`config.mk`:
```
export PLATFORM = sky130hd
export DESIGN_NAME = asi_serial_interface_config
export DESIGN_NICKNAME = d
export VERILOG_FILES = /design/src/include/asi_pkg.sv /design/src/logic/asi_serial_interface_config.sv /design/src/logic/asi_integrity_checker.sv /design/src/logic/asi_result_framer.sv
export SDC_FILE = /design/constraint.sdc
export NUM_CORES = 1
export LEC_CHECK = 0
export BUFFER_PORTS_ARGS = -buffer_cell sky130_fd_sc_hd__buf_2
export CORE_MARGIN = 1
export CORE_UTILIZATION = 45
export DETAILED_ROUTE_END_ITERATION = 6
export PLACE_DENSITY = 0.75
export SLEW_MARGIN = 40
export SYNTH_ARGS = -nofsm -noshare
export SYNTH_HDL_FRONTEND = slang
export SYNTH_HIERARCHICAL = 1
export SYNTH_SLANG_ARGS = --single-unit
```
`constraint.sdc`:
```
create_clock -name mclk_in -period 2.96 [get_ports mclk_in]
set_clock_uncertainty 0.05 [all_clocks]
set_input_delay 0.592 -clock mclk_in [delete_from_list [all_inputs] [get_ports mclk_in]]
set_output_delay 0.592 -clock mclk_in [all_outputs]
set_load 0.01 [all_outputs]
```
`src/include/asi_pkg.sv`:
```
// Package of constants and types for the serial interface configuration block
package asi_pkg;

	// Register addresses
	localparam logic [5:0]  ADDR_STATUS         = 6'h00;
	localparam logic [5:0]  ADDR_IF_CFG         = 6'h02;
	localparam logic [5:0]  ADDR_REG_CHECKSUM   = 6'h03;
	localparam logic [5:0]  ADDR_DATA           = 6'h04;

	// Configuration register layout
	localparam logic [15:0] IF_CFG_RESET        = 16'h0000;
	localparam logic [15:0] IF_CFG_WRITE_MASK   = 16'h19ED;
	localparam int          BIT_ALTERNATE_SYNC_BEHAVIOUR        = 12;
	localparam int          BIT_DRIVE_BOOST     = 11;
	localparam int          BIT_DOUT_RESET      = 8;
	localparam int          BIT_CONT_READ       = 7;
	localparam int          BIT_STATUS_APPEND   = 6;
	localparam int          BIT_REG_CHECK       = 5;
	localparam int          BIT_PROT_HI         = 3;
	localparam int          BIT_PROT_LO         = 2;
	localparam int          BIT_SHORT_WORD      = 0;

	// Protection field codes
	localparam logic [1:0]  PROT_CODE_NONE      = 2'h0;
	localparam logic [1:0]  PROT_CODE_XOR_READ  = 2'h1;

	// Frame sizes in bytes
	localparam logic [2:0]  BYTES_LONG_WORD     = 3'h3;
	localparam logic [2:0]  BYTES_SHORT_WORD    = 3'h2;
	localparam logic [2:0]  BYTES_CFG_REG       = 3'h2;
	localparam logic [2:0]  BYTES_CHECKSUM_REG  = 3'h3;
	localparam logic [2:0]  BYTES_STATUS        = 3'h1;
	localparam logic [2:0]  BYTES_CHECK         = 3'h1;

	// Reset values of read-only data
	localparam logic [23:0] CHECKSUM_RESET      = 24'h000000;
	localparam logic [31:0] FRAME_RESET         = 32'h00000000;

	// Transfer protection modes
	typedef enum logic [1:0] {
		PROT_NONE,
		PROT_XOR_READ,
		PROT_CRC_BOTH
	} asi_prot_t;

	// Continuous read sequencer
	typedef enum logic [1:0] {
		CR_OFF,
		CR_WAIT_MODE,
		CR_WAIT_RESULT,
		CR_PRESENT
	} asi_cr_state_t;

endpackage : asi_pkg

```
`src/logic/asi_serial_interface_config.sv`:
```
// Serial interface configuration register with its decoded controls
// Rules from the document
// RL1: Configuration register is 16 bits at address 0x02, all zero after reset.
// RL2: Reserved bits 15:13, 10:9, 4 and 1 ignore writes, read as zero.
// RL3: Bit 12 switches the sync pin to gating conversions while sequencing.
// RL4: Bit 11 raises drive strength of the data-out/ready pin; off by default.
// RL5: Bit 8 enables the data-out reset behaviour of the output pin.
// RL6: Bit 7 enables continuous read of the conversion data register.
// RL7: Host keeps the converter in continuous conversion before using continuous read.
// RL8: Bit 6 appends status after data on every data register read.
// RL9: Bit 5 arms the checker; any watched register change sets the error flag.
// RL10: Clearing bit 5 disarms the checker and clears its error flag.
// RL11: Configuration, data and status registers are never watched by the checker.
// RL12: Host sets registers before arming, and disarms before changing any.
// RL13: Bits 3:2 select no protection, XOR reads with CRC writes, or CRC both.
// RL14: With protection on, each register transfer grows by one check byte.
// RL15: Bit 0 selects 16-bit results; the next new result takes the length.
// RL16: With status appended the 24-bit data read widens to 32 bits.
// RL17: Checksum register holds user register XOR only while bit 5 is set.
`timescale 1ns/1ps
module asi_serial_interface_config (
	// Clock and reset
	input  wire logic        mclk_in,
	input  wire logic        sys_rst_in,
	// Register access from the serial framing logic
	input  wire logic [5:0]  reg_addr_in,
	input  wire logic        reg_wr_en_in,
	input  wire logic [23:0] reg_wr_data_in,
	input  wire logic        reg_rd_en_in,
	output logic [23:0]      reg_rd_data_out,
	output logic [2:0]       reg_rd_bytes_out,
	output logic             reg_rd_valid_out,
	output logic             reg_rd_hit_out,
	// Converter state and results
	input  wire logic        adc_mode_continuous_in,
	input  wire logic        result_valid_in,
	input  wire logic [23:0] result_in,
	input  wire logic [7:0]  status_in,
	input  wire logic        data_read_done_in,
	// Checked user registers
	input  wire logic [23:0] user_regs_xor_in,
	// Decoded controls
	output logic             alternate_sync_behaviour_out,
	output logic             output_drive_boost_out,
	output logic             dout_reset_enable_out,
	output logic             continuous_result_read_out,
	output logic             status_append_out,
	output logic             short_word_select_out,
	output logic [1:0]       protection_mode_out,
	output logic             read_xor_check_out,
	output logic             write_crc_check_out,
	output logic             check_byte_out,
	// Integrity checker
	output logic [23:0]      register_checksum_out,
	output logic             reg_error_out,
	// Continuous read stream
	output logic             stream_frame_ready_out,
	output logic [31:0]      stream_frame_out,
	output logic [2:0]       stream_frame_bytes_out,
	output logic             stream_frame_short_out
);

	// Protection field decode; the undefined code 11 is taken as full CRC
	function automatic asi_pkg::asi_prot_t prot_decode(input logic [1:0] code);
		if (code == asi_pkg::PROT_CODE_NONE) begin
			prot_decode = asi_pkg::PROT_NONE; // [RL13]
		end else if (code == asi_pkg::PROT_CODE_XOR_READ) begin
			prot_decode = asi_pkg::PROT_XOR_READ; // [RL13]
		end else begin
			prot_decode = asi_pkg::PROT_CRC_BOTH; // [RL13]
		end
	endfunction : prot_decode

	// Configuration register
	logic [15:0]           if_cfg_q;
	wire  logic [15:0]     if_cfg_d;
	wire  logic            cfg_wr;
	wire  logic            cfg_rd;
	wire  logic            chk_rd;

	// Decoded fields
	wire  logic            alternate_sync_behaviour;
	wire  logic            drive_boost;
	wire  logic            dout_reset;
	wire  logic            cont_read;
	wire  logic            stat_append;
	wire  logic            reg_check;
	wire  logic            short_word;
	asi_pkg::asi_prot_t    prot_mode;

	// Read path
	logic [23:0]           rd_data_q;
	logic [2:0]            rd_bytes_q;
	logic                  rd_valid_q;
	logic                  rd_hit_q;
	wire  logic [23:0]     rd_data_d;
	wire  logic [2:0]      rd_bytes_d;
	wire  logic            rd_hit_d;
	wire  logic [2:0]      rd_chk_bytes;

	// Checker and framer results
	wire  logic [23:0]     checksum;
	wire  logic            chk_error;
	wire  logic [31:0]     frame;
	wire  logic [2:0]      frame_bytes;
	wire  logic            frame_short;

	// Continuous read sequencer
	asi_pkg::asi_cr_state_t cr_state_q;
	asi_pkg::asi_cr_state_t cr_state_d;
	logic                  result_seen_q;

	assign cfg_wr = reg_wr_en_in && (reg_addr_in == asi_pkg::ADDR_IF_CFG); // [RL1]
	assign cfg_rd = reg_addr_in == asi_pkg::ADDR_IF_CFG;
	assign chk_rd = reg_addr_in == asi_pkg::ADDR_REG_CHECKSUM;

	// Reserved positions keep their zero whatever the host sends
	assign if_cfg_d = cfg_wr ? (reg_wr_data_in[15:0] & asi_pkg::IF_CFG_WRITE_MASK) : if_cfg_q; // [RL2]

	always_ff @(posedge mclk_in) begin
		if (sys_rst_in) begin
			if_cfg_q <= asi_pkg::IF_CFG_RESET; // [RL1]
		end else begin
			if_cfg_q <= if_cfg_d;
		end
	end

	assign alternate_sync_behaviour    = if_cfg_q[asi_pkg::BIT_ALTERNATE_SYNC_BEHAVIOUR]; // [RL3]
	assign drive_boost = if_cfg_q[asi_pkg::BIT_DRIVE_BOOST]; // [RL4]
	assign dout_reset  = if_cfg_q[asi_pkg::BIT_DOUT_RESET]; // [RL5]
	assign cont_read   = if_cfg_q[asi_pkg::BIT_CONT_READ]; // [RL6]
	assign stat_append = if_cfg_q[asi_pkg::BIT_STATUS_APPEND]; // [RL8]
	assign reg_check   = if_cfg_q[asi_pkg::BIT_REG_CHECK]; // [RL9]
	assign short_word  = if_cfg_q[asi_pkg::BIT_SHORT_WORD]; // [RL15]
	assign prot_mode   = prot_decode(if_cfg_q[asi_pkg::BIT_PROT_HI:asi_pkg::BIT_PROT_LO]);

	assign alternate_sync_behaviour_out = alternate_sync_behaviour;
	assign output_drive_boost_out       = drive_boost;
	assign dout_reset_enable_out        = dout_reset;
	assign status_append_out            = stat_append;
	assign short_word_select_out        = short_word;
	assign protection_mode_out          = prot_mode;
	assign read_xor_check_out           = prot_mode == asi_pkg::PROT_XOR_READ; // [RL13]
	// Writes stay CRC protected in both enabled modes
	assign write_crc_check_out          = prot_mode != asi_pkg::PROT_NONE; // [RL13]
	assign check_byte_out               = prot_mode != asi_pkg::PROT_NONE; // [RL14]

	// Register read answers: only this block's two registers hit
	assign rd_chk_bytes = (prot_mode != asi_pkg::PROT_NONE) ? asi_pkg::BYTES_CHECK : 3'h0; // [RL14]
	assign rd_hit_d     = cfg_rd || chk_rd;
	assign rd_data_d    = cfg_rd ? {8'h00, if_cfg_q} // [RL2]
		: (chk_rd ? checksum : 24'h000000); // [RL17]
	assign rd_bytes_d   = cfg_rd ? 3'(asi_pkg::BYTES_CFG_REG + rd_chk_bytes)
		: (chk_rd ? 3'(asi_pkg::BYTES_CHECKSUM_REG + rd_chk_bytes) : 3'h0);

	always_ff @(posedge mclk_in) begin
		if (sys_rst_in) begin
			rd_data_q  <= 24'h000000;
			rd_bytes_q <= 3'h0;
			rd_valid_q <= 1'b0;
			rd_hit_q   <= 1'b0;
		end else begin
			rd_valid_q <= reg_rd_en_in;
			if (reg_rd_en_in) begin
				rd_data_q  <= rd_data_d;
				rd_bytes_q <= rd_bytes_d;
				rd_hit_q   <= rd_hit_d;
			end
		end
	end

	assign reg_rd_data_out  = rd_data_q;
	assign reg_rd_bytes_out = rd_bytes_q;
	assign reg_rd_valid_out = rd_valid_q;
	assign reg_rd_hit_out   = rd_hit_q;

	// Integrity checker; the host arms it only after setting up registers [RL12]
	asi_integrity_checker u_checker (
		.mclk_in               (mclk_in),
		.sys_rst_in            (sys_rst_in),
		.armed_in              (reg_check),
		.user_regs_xor_in      (user_regs_xor_in),
		.reg_wr_en_in          (reg_wr_en_in),
		.reg_addr_in           (reg_addr_in),
		.register_checksum_out (checksum),
		.reg_error_out         (chk_error)
	);

	assign register_checksum_out = checksum;
	assign reg_error_out         = chk_error;

	// Result framing with appended status and frame length
	asi_result_framer u_framer (
		.mclk_in              (mclk_in),
		.sys_rst_in           (sys_rst_in),
		.short_word_select_in (short_word),
		.status_append_in     (stat_append),
		.check_byte_in        (prot_mode != asi_pkg::PROT_NONE),
		.result_valid_in      (result_valid_in),
		.result_in            (result_in),
		.status_in            (status_in),
		.frame_out            (frame),
		.frame_bytes_out      (frame_bytes),
		.frame_short_out      (frame_short)
	);

	// Continuous read: a frame is offered once a result arrives while conversions run continuously
	always_comb begin
		cr_state_d = cr_state_q;
		case (cr_state_q)
			asi_pkg::CR_OFF: begin
				if (cont_read) begin
					cr_state_d = asi_pkg::CR_WAIT_MODE; // [RL6]
				end
			end
			asi_pkg::CR_WAIT_MODE: begin
				if (!cont_read) begin
					cr_state_d = asi_pkg::CR_OFF;
				end else if (adc_mode_continuous_in) begin
					cr_state_d = asi_pkg::CR_WAIT_RESULT; // [RL7]
				end
			end
			asi_pkg::CR_WAIT_RESULT: begin
				if (!cont_read) begin
					cr_state_d = asi_pkg::CR_OFF;
				end else if (!adc_mode_continuous_in) begin
					cr_state_d = asi_pkg::CR_WAIT_MODE;
				end else if (result_seen_q) begin
					cr_state_d = asi_pkg::CR_PRESENT; // [RL6]
				end
			end
			asi_pkg::CR_PRESENT: begin
				if (!cont_read) begin
					cr_state_d = asi_pkg::CR_OFF;
				end else if (data_read_done_in) begin
					cr_state_d = asi_pkg::CR_WAIT_RESULT;
				end
			end
			default: begin
				cr_state_d = asi_pkg::CR_OFF;
			end
		endcase
	end

	// Result flag waits one cycle so the framer holds the new word first
	always_ff @(posedge mclk_in) begin
		if (sys_rst_in) begin
			cr_state_q    <= asi_pkg::CR_OFF;
			result_seen_q <= 1'b0;
		end else begin
			cr_state_q    <= cr_state_d;
			result_seen_q <= result_valid_in && (cr_state_q == asi_pkg::CR_WAIT_RESULT);
		end
	end

	assign continuous_result_read_out = cont_read;
	assign stream_frame_ready_out     = cr_state_q == asi_pkg::CR_PRESENT;
	assign stream_frame_out           = frame;
	assign stream_frame_bytes_out     = frame_bytes;
	assign stream_frame_short_out     = frame_short;

endmodule : asi_serial_interface_config

```
`src/logic/asi_integrity_checker.sv`:
```
// Register integrity checker with snapshot signature and sticky error flag
`timescale 1ns/1ps
module asi_integrity_checker (
	// Clock and reset
	input  wire logic        mclk_in,
	input  wire logic        sys_rst_in,
	// Control
	input  wire logic        armed_in,
	// Monitored register view
	input  wire logic [23:0] user_regs_xor_in,
	input  wire logic        reg_wr_en_in,
	input  wire logic [5:0]  reg_addr_in,
	// Results
	output logic [23:0]      register_checksum_out,
	output logic             reg_error_out
);

	// Only configuration, checksum, data and status stay outside the watched set
	function automatic logic is_monitored(input logic [5:0] addr);
		is_monitored = (addr != asi_pkg::ADDR_IF_CFG) && (addr != asi_pkg::ADDR_DATA)
			&& (addr != asi_pkg::ADDR_STATUS) && (addr != asi_pkg::ADDR_REG_CHECKSUM); // [RL11]
	endfunction : is_monitored

	logic        armed_q;
	logic [23:0] snapshot_q;
	logic [23:0] checksum_q;
	logic        error_q;
	wire  logic  arm_edge;
	wire  logic  sig_changed;
	wire  logic  watched_write;
	wire  logic  error_set;

	assign arm_edge      = armed_in && !armed_q;
	assign sig_changed   = armed_q && (user_regs_xor_in != snapshot_q); // [RL9]
	assign watched_write = armed_q && reg_wr_en_in && is_monitored(reg_addr_in); // [RL9] [RL12]
	assign error_set     = sig_changed || watched_write;

	always_ff @(posedge mclk_in) begin
		if (sys_rst_in) begin
			armed_q    <= 1'b0;
			snapshot_q <= asi_pkg::CHECKSUM_RESET;
			checksum_q <= asi_pkg::CHECKSUM_RESET;
			error_q    <= 1'b0;
		end else begin
			armed_q    <= armed_in;
			if (arm_edge) begin
				snapshot_q <= user_regs_xor_in;
			end
			// Checksum reads zero while disarmed
			checksum_q <= armed_in ? user_regs_xor_in : asi_pkg::CHECKSUM_RESET; // [RL17]
			if (!armed_in) begin
				error_q <= 1'b0; // [RL10]
			end else if (error_set) begin
				error_q <= 1'b1; // [RL9]
			end
		end
	end

	assign register_checksum_out = checksum_q;
	assign reg_error_out         = error_q;

endmodule : asi_integrity_checker

```
`src/logic/asi_result_framer.sv`:
```
// Conversion result framing: word length, appended status, frame length
`timescale 1ns/1ps
module asi_result_framer (
	// Clock and reset
	input  wire logic        mclk_in,
	input  wire logic        sys_rst_in,
	// Configuration
	input  wire logic        short_word_select_in,
	input  wire logic        status_append_in,
	input  wire logic        check_byte_in,
	// New result from the converter
	input  wire logic        result_valid_in,
	input  wire logic [23:0] result_in,
	input  wire logic [7:0]  status_in,
	// Framed result
	output logic [31:0]      frame_out,
	output logic [2:0]       frame_bytes_out,
	output logic             frame_short_out
);

	logic        short_q;
	logic [31:0] frame_q;
	logic [2:0]  bytes_q;
	wire  logic  [2:0] word_bytes;
	wire  logic  [2:0] stat_bytes;
	wire  logic  [2:0] chk_bytes;
	wire  logic  [31:0] frame_d;

	// Length follows the setting caught with the result, so a change applies to the next one
	assign word_bytes = short_word_select_in ? asi_pkg::BYTES_SHORT_WORD : asi_pkg::BYTES_LONG_WORD; // [RL15]
	assign stat_bytes = status_append_in ? asi_pkg::BYTES_STATUS : 3'h0; // [RL16]
	assign chk_bytes  = check_byte_in ? asi_pkg::BYTES_CHECK : 3'h0; // [RL14]
	// Data left aligned, status byte right after it
	assign frame_d = short_word_select_in
		? {result_in[23:8], (status_append_in ? status_in : 8'h00), 8'h00} // [RL8]
		: {result_in, (status_append_in ? status_in : 8'h00)}; // [RL16]

	always_ff @(posedge mclk_in) begin
		if (sys_rst_in) begin
			short_q <= 1'b0;
			frame_q <= asi_pkg::FRAME_RESET;
			bytes_q <= asi_pkg::BYTES_LONG_WORD;
		end else if (result_valid_in) begin
			short_q <= short_word_select_in; // [RL15]
			frame_q <= frame_d;
			bytes_q <= 3'(word_bytes + stat_bytes + chk_bytes);
		end
	end

	assign frame_out       = frame_q;
	assign frame_bytes_out = bytes_q;
	assign frame_short_out = short_q;

endmodule : asi_result_framer

```
# == Word-level counts from Yosys, hierarchy flattened ==
# Cells that the tools add are included.
# W data, S select, Z words.
# word_totals
input_bits,93
out_inout_bits,102
n_memories,0
mem_bits_rw,0
register_bits,127
latch_bits,0
romBits,0
# op_classes
div,0
muxes,20
add_sub_neg,4
mul,0
order_cmp,0
reduce_logical,18
bitwise_logic,1
n_eq_ne,15
n_shift,0
# op_table
operator,count
$mux W24,2
$ne A24 B24 Y1,1
$mux W2,10
$mux W16,1
$eq A6 B2 Y1 const B,2
$ne A6 B2 Y1 const B,2
$logic_and A1 B1 Y1,9
$mux W8,1
$pmux W2 S4,1
$add A2 B3 Y3 const A,2
$add A3 B3 Y3,2
$eq A2 B1 Y1 const B,3
$mux W3,2
$ne A3 B3 Y1 const B,2
$ne A6 B3 Y1 const B,1
$reduce_bool A6 Y1,1
$eq A2 B2 Y1 const B,2
$logic_not A2 Y1,2
$ne A4 B4 Y1 const B,1
$reduce_and A4 Y1,1
$mux W1,3
$logic_or A1 B1 Y1,2
$ne A2 B2 Y1 const B,1
$reduce_bool A2 Y1,1
3 further kinds,3

# == Logic depth before layout (Yosys ltp) ==
# logic_depth
depth_word,8
mapped_depth,6
depth_no_buf,6

# == By module ==
# Netlist, hierarchy kept.
# by_module_without_submodules
mod,area_per_inst_um2,cells_per_inst,n_inst,seq_area_each_um2
asi_integrity_checker,1825.5,196,1,1001.0
asi_serial_interface_config,1642.8,189,1,820.8
asi_result_framer,1482.7,150,1,720.7

# == Worst setup path after synthesis ==
# No wires, ideal clock.
# synth_timing
path_type,input to register
from,input port reg_addr_in[3]
to,register rd_data_q[0] (netlist: reg_rd_data_out[0])
slack_ns,1.238
arrival_ns,1.583
path_stages,6
setup_ns,0.088
path_cell_list,nor4_2 and3_1 buf_6 buf_12 nand2_1 a311oi_2
# synth_via
elab_chain_cells,3
word_cells_on_any_way,4
classes_between,eq/ne: 2; mux: 2
# synth_rtl
item,line,text
from (decl),asi_serial_interface_config.sv:26,"input wire logic [5:0] reg_addr_in,"
$eq A6 B2 Y1,asi_serial_interface_config.sv:115,assign chk_rd = reg_addr_in == asi_pkg::ADDR_REG_CHECKSUM;
$mux W24,asi_serial_interface_config.sv:152,: (chk_rd ? checksum : 24'h000000);
$mux W24 *,asi_serial_interface_config.sv:151,"assign rd_data_d = cfg_rd ? {8'h00, if_cfg_q}"
to (signal assigned),asi_serial_interface_config.sv:165,rd_data_q <= rd_data_d;
to (decl),asi_serial_interface_config.sv:92,logic [23:0] rd_data_q;
# Mark *: on every way between the ends. The rest lies on a longest branch, timed or not.
# A chain may end at the register's enable or synchronous reset.

# == Worst setup path in the final report ==
# layout_timing
from,register if_cfg_q[3]
to,output port write_crc_check_out
# layout_via
elab_chain_cells,4
word_cells_on_any_way,5
classes_between,eq/ne: 1; mux: 2; reduce/logical: 2
# layout_rtl
item,line,text
from (decl),asi_serial_interface_config.sv:75,logic [15:0] if_cfg_q;
from (signal assigned),asi_serial_interface_config.sv:122,if_cfg_q <= asi_pkg::IF_CFG_RESET;
from (signal assigned),asi_serial_interface_config.sv:124,if_cfg_q <= if_cfg_d;
$eq A2 B1 Y1,asi_serial_interface_config.sv:67,end else if (code == asi_pkg::PROT_CODE_XOR_READ) begin
$mux W2,asi_serial_interface_config.sv:67,
$mux W2 *,asi_serial_interface_config.sv:65,if (code == asi_pkg::PROT_CODE_NONE) begin
$reduce_bool A2 Y1 *,asi_serial_interface_config.sv:145,assign write_crc_check_out = prot_mode != asi_pkg::PROT_NONE;
to (decl),asi_serial_interface_config.sv:51,"output logic write_crc_check_out,"
# Marked as above.

==> run metrics <==
maximum root-to-sink buffer count=2; drt first pass iters=4; unrepaired setup endpoints after global routing=no; f_max=about 490 MHz; share of synthesized registers carrying an async set or reset=0%; Cells after Synth=535; sinks on the clock net=127; antenna cells=0; CTS Hold Buffers Added=0; maximum fanout count along the critical path=5; fraction of final layout cells with drive strength greater than 1=between 30 and 40%; largest cells by area after synthesis=dfxtp_1 51%, nand2_1 6.2%, a21oi_1 5.3%; weighted congestion at the end of routability-driven global placement=0.821; Total Die Area=0.0114 mm^2; critical path required time=2.32 ns; internal portion of total power=about 3100 uW; # DRC=0; filler cell count in the final layout=913; combined area of all synthesized cells=0.00495 mm^2; proportion of netlist area held by the largest area contributor=51.4%; overall die width=approximately 110 um; die extent in y=107 um; # rows=37; effective utilization at floorplan=47.1%; synth warn=6; worst endpoint data arrival time=1.41 ns; Vias per Instance=5.11; WL per Instance=15.0 um; final HPWL from detailed placement=8930 um; vias in the first global route=4142; EDFF count, synth=0; aggregate global-route resource usage=22.5%; share of the clock period used by the worst path after layout=just under 70%; total wire length after detailed routing=12700 um; H-Tree Level Count=4; Design Power=3970 uW; number of distinct library cells after synthesis=39; number of antenna violations at the first check in global routing=0; final hold violations=0; Final setup violation count=0; Layout area overhead=29.4%; type of origin of the critical path=flop; relative contribution of combinational cells to total power=6.2%; post-layout net count=792; most common library cells after synthesis=127 x dfxtp_1, 82 x nand2_1, 52 x a21oi_1; average instance area after synthesis=between 9 and 10 um^2; number of I/O pins=195; class of the tightest hold or removal check=input port to flop; cell accounting for the most synthesized area=dfxtp_1; capture instance of the worst register-to-register path=u_framer/frame_bytes_out[1]; worst setup path startpoint=if_cfg_q[3]; PostCTS Resize Cnt=0; CTS tree=built; later-pin clock latency in the skew report=0.51 ns; postcts setup bufs=0; post-synth net total=between 600 and 700; Power Density=619 mW/mm^2; pin count of the biggest net entering global routing=56; total via count after detailed routing=4315; power share of the clock group=roughly half; endpoint type of the worst setup path=primary output; transition at the pin with the smallest max-transition slack=0.713 ns; number of maximum-capacitance constraint violations=0; clock root buffer=clkbuf_8; leakage power total=0.00289 uW; destination of the critical timing path=write_crc_check_out; final core utilization=roughly three fifths; commonest register cell after synthesis=dfxtp_1; setup slack of the worst register-to-register path=1.26 ns; fraction of the yosys area taken by sequential cells=roughly 50%; time the worst path needs with I/O delays and setup=roughly 2.0 ns; 1st-iter DRT viols=334; sequential share of power=44.2%; total global routing overflow=0; standard cell core area=0.0105 mm^2; Critical R2R Launch=if_cfg_q[3]; final-layout setup total negative slack=0 ns; switching power=873 uW; wire length of the first global-routing pass=19900 um; worst slew slack as a fraction of its limit=between 50% and 60%; Worst IR Drop VDD=0.347 mV; Port Buffer Count=about 180; Reg clk slew, reported paths=0.06 ns; share of total power consumed by net switching=22.0%; number of buffers inserted during clock tree synthesis=17; post-detailed-route count of antenna-violating nets=0; fin. max-slew vios=0; path depth of the worst reg2reg path=6; count of state elements after synthesis=127; Setup Crit Path Kind=flop to primary output; most used standard cell by instance count after synthesis=dfxtp_1; status=finished clean
kinds of logic (layout without fill, tap and decap cells):
logic type	Yosys count	in the layout	share of synthesized area [%]
simple gates	228	228	22.2
mux	27	27	5.56
buf+inv	48	222	5.64
flops	127	127	51.4
xor+xnor	25	25	4.42
compound gates	79	79	10.5
fa+ha+maj	1	1	0.404
final cells by class:
class                      count  area, um^2  share of cell area, %
clock buffer                  20         455                   7.11
clock inverter                10         114                   1.78
inverter                       5        18.8                  0.293
multi-input combinational    360        2140                   33.3
sequential                   127        2540                   39.7
tap                          136         170                   2.66
timing repair buffer         187         971                   15.2
worst min path at each step:
stage / start / to / slack (ns) / cells after the start
after floorplan: u_checker/snapshot_q[0] / u_checker/snapshot_q[0] / 0.40 / 2
after global placement: u_framer/frame_bytes_out[1] / u_framer/frame_bytes_out[1] / 0.39 / 2
after detailed placement: reg_rd_bytes_out[1] / reg_rd_bytes_out[1] / 0.40 / 2
after CTS: user_regs_xor_in[7] / u_checker/register_checksum_out[7] / 0.23 / 2
after global routing: reg_wr_data_in[12] / if_cfg_q[12] / 0.25 / 3
final: result_in[9] / u_framer/frame_out[17] / 0.26 / 3
power by group through the flow:
| stage | registers (uW) | clock network, uW | logic (uW) |
|---|---|---|---|
| after detailed placement | 1790 | 0 | 245 |
| after CTS | 1760 | 2010 | 247 |
| final | 1760 | 1970 | 247 |
| after global placement | 1790 | 0 | 239 |
| after floorplan | 1810 | 0 | 113 |
| after global routing | 1760 | 2080 | 268 |
through the flow:
| stage | instance area, um^2 | instances | hold WS [ns] | setup slack [ns] |
|---|---|---|---|---|
| 3_3_place_gp | 5830 | 815 | 0.391 | 0.619 |
| 2_1_floorplan | 4950 | 535 | 0.398 | 1.24 |
| 5_1_grt | 6410 | 845 | 0.250 | 0.843 |
| 6_report | 6410 | 845 | 0.262 | 0.913 |
| 3_5_place_dp | 5830 | 815 | 0.403 | 0.571 |
| 4_1_cts | 6400 | 845 | 0.233 | 0.876 |
routing by layer:
layer | GRT usage (%) | vias to the layer above | share of wire (%)
met5 | 0 | - | 0
met4 | 9.20 | 0 | 1.3
met3 | 5.78 | 16 | 5.4
met2 | 39.9 | 135 | 51
met1 | 25.6 | 2044 | 42
li1 | - | 2120 | -
layout by cell type (no fill, tap or decap), types with 2 or more instances in the layout:
cell,n
clkbuf_16,16
o21ai_0,4
buf_2,178
nor4_1,5
and2_1,26
nand3_1,24
clkinv_2,3
xor2_1,24
inv_1,5
nor3_1,3
nand4_1,2
buf_4,8
bufinv_16,2
nor2_1,49
dfxtp_1,127
a221oi_1,2
and3_1,3
mux2i_1,26
nand2b_1,18
a21oi_1,52
nand4b_1,8
nor2b_1,3
a311oi_1,10
a311oi_2,5
nand2_1,82
clkbuf_8,4
clkinvlp_4,4
worst max-delay path: stages, from the launching register on:
cell and delay, ns:
dfxtp_1 0.42, nor2_1 0.09, inv_1 0.20, buf_2 0.18
flip-flops by register name, indices dropped and copies added (netlist names):
name	flops
result_seen_q	1
u_checker/snapshot_q	24
u_framer/frame_bytes_out	3
reg_rd_hit_out	1
cr_state_q	2
if_cfg_q	9
u_framer/frame_short_out	1
reg_rd_bytes_out	3
u_framer/frame_out	32
u_checker/reg_error_out	1
u_checker/armed_q	1
u_checker/register_checksum_out	24
reg_rd_valid_out	1
reg_rd_data_out	24
Note: power is estimated with default switching activity, not from simulation.
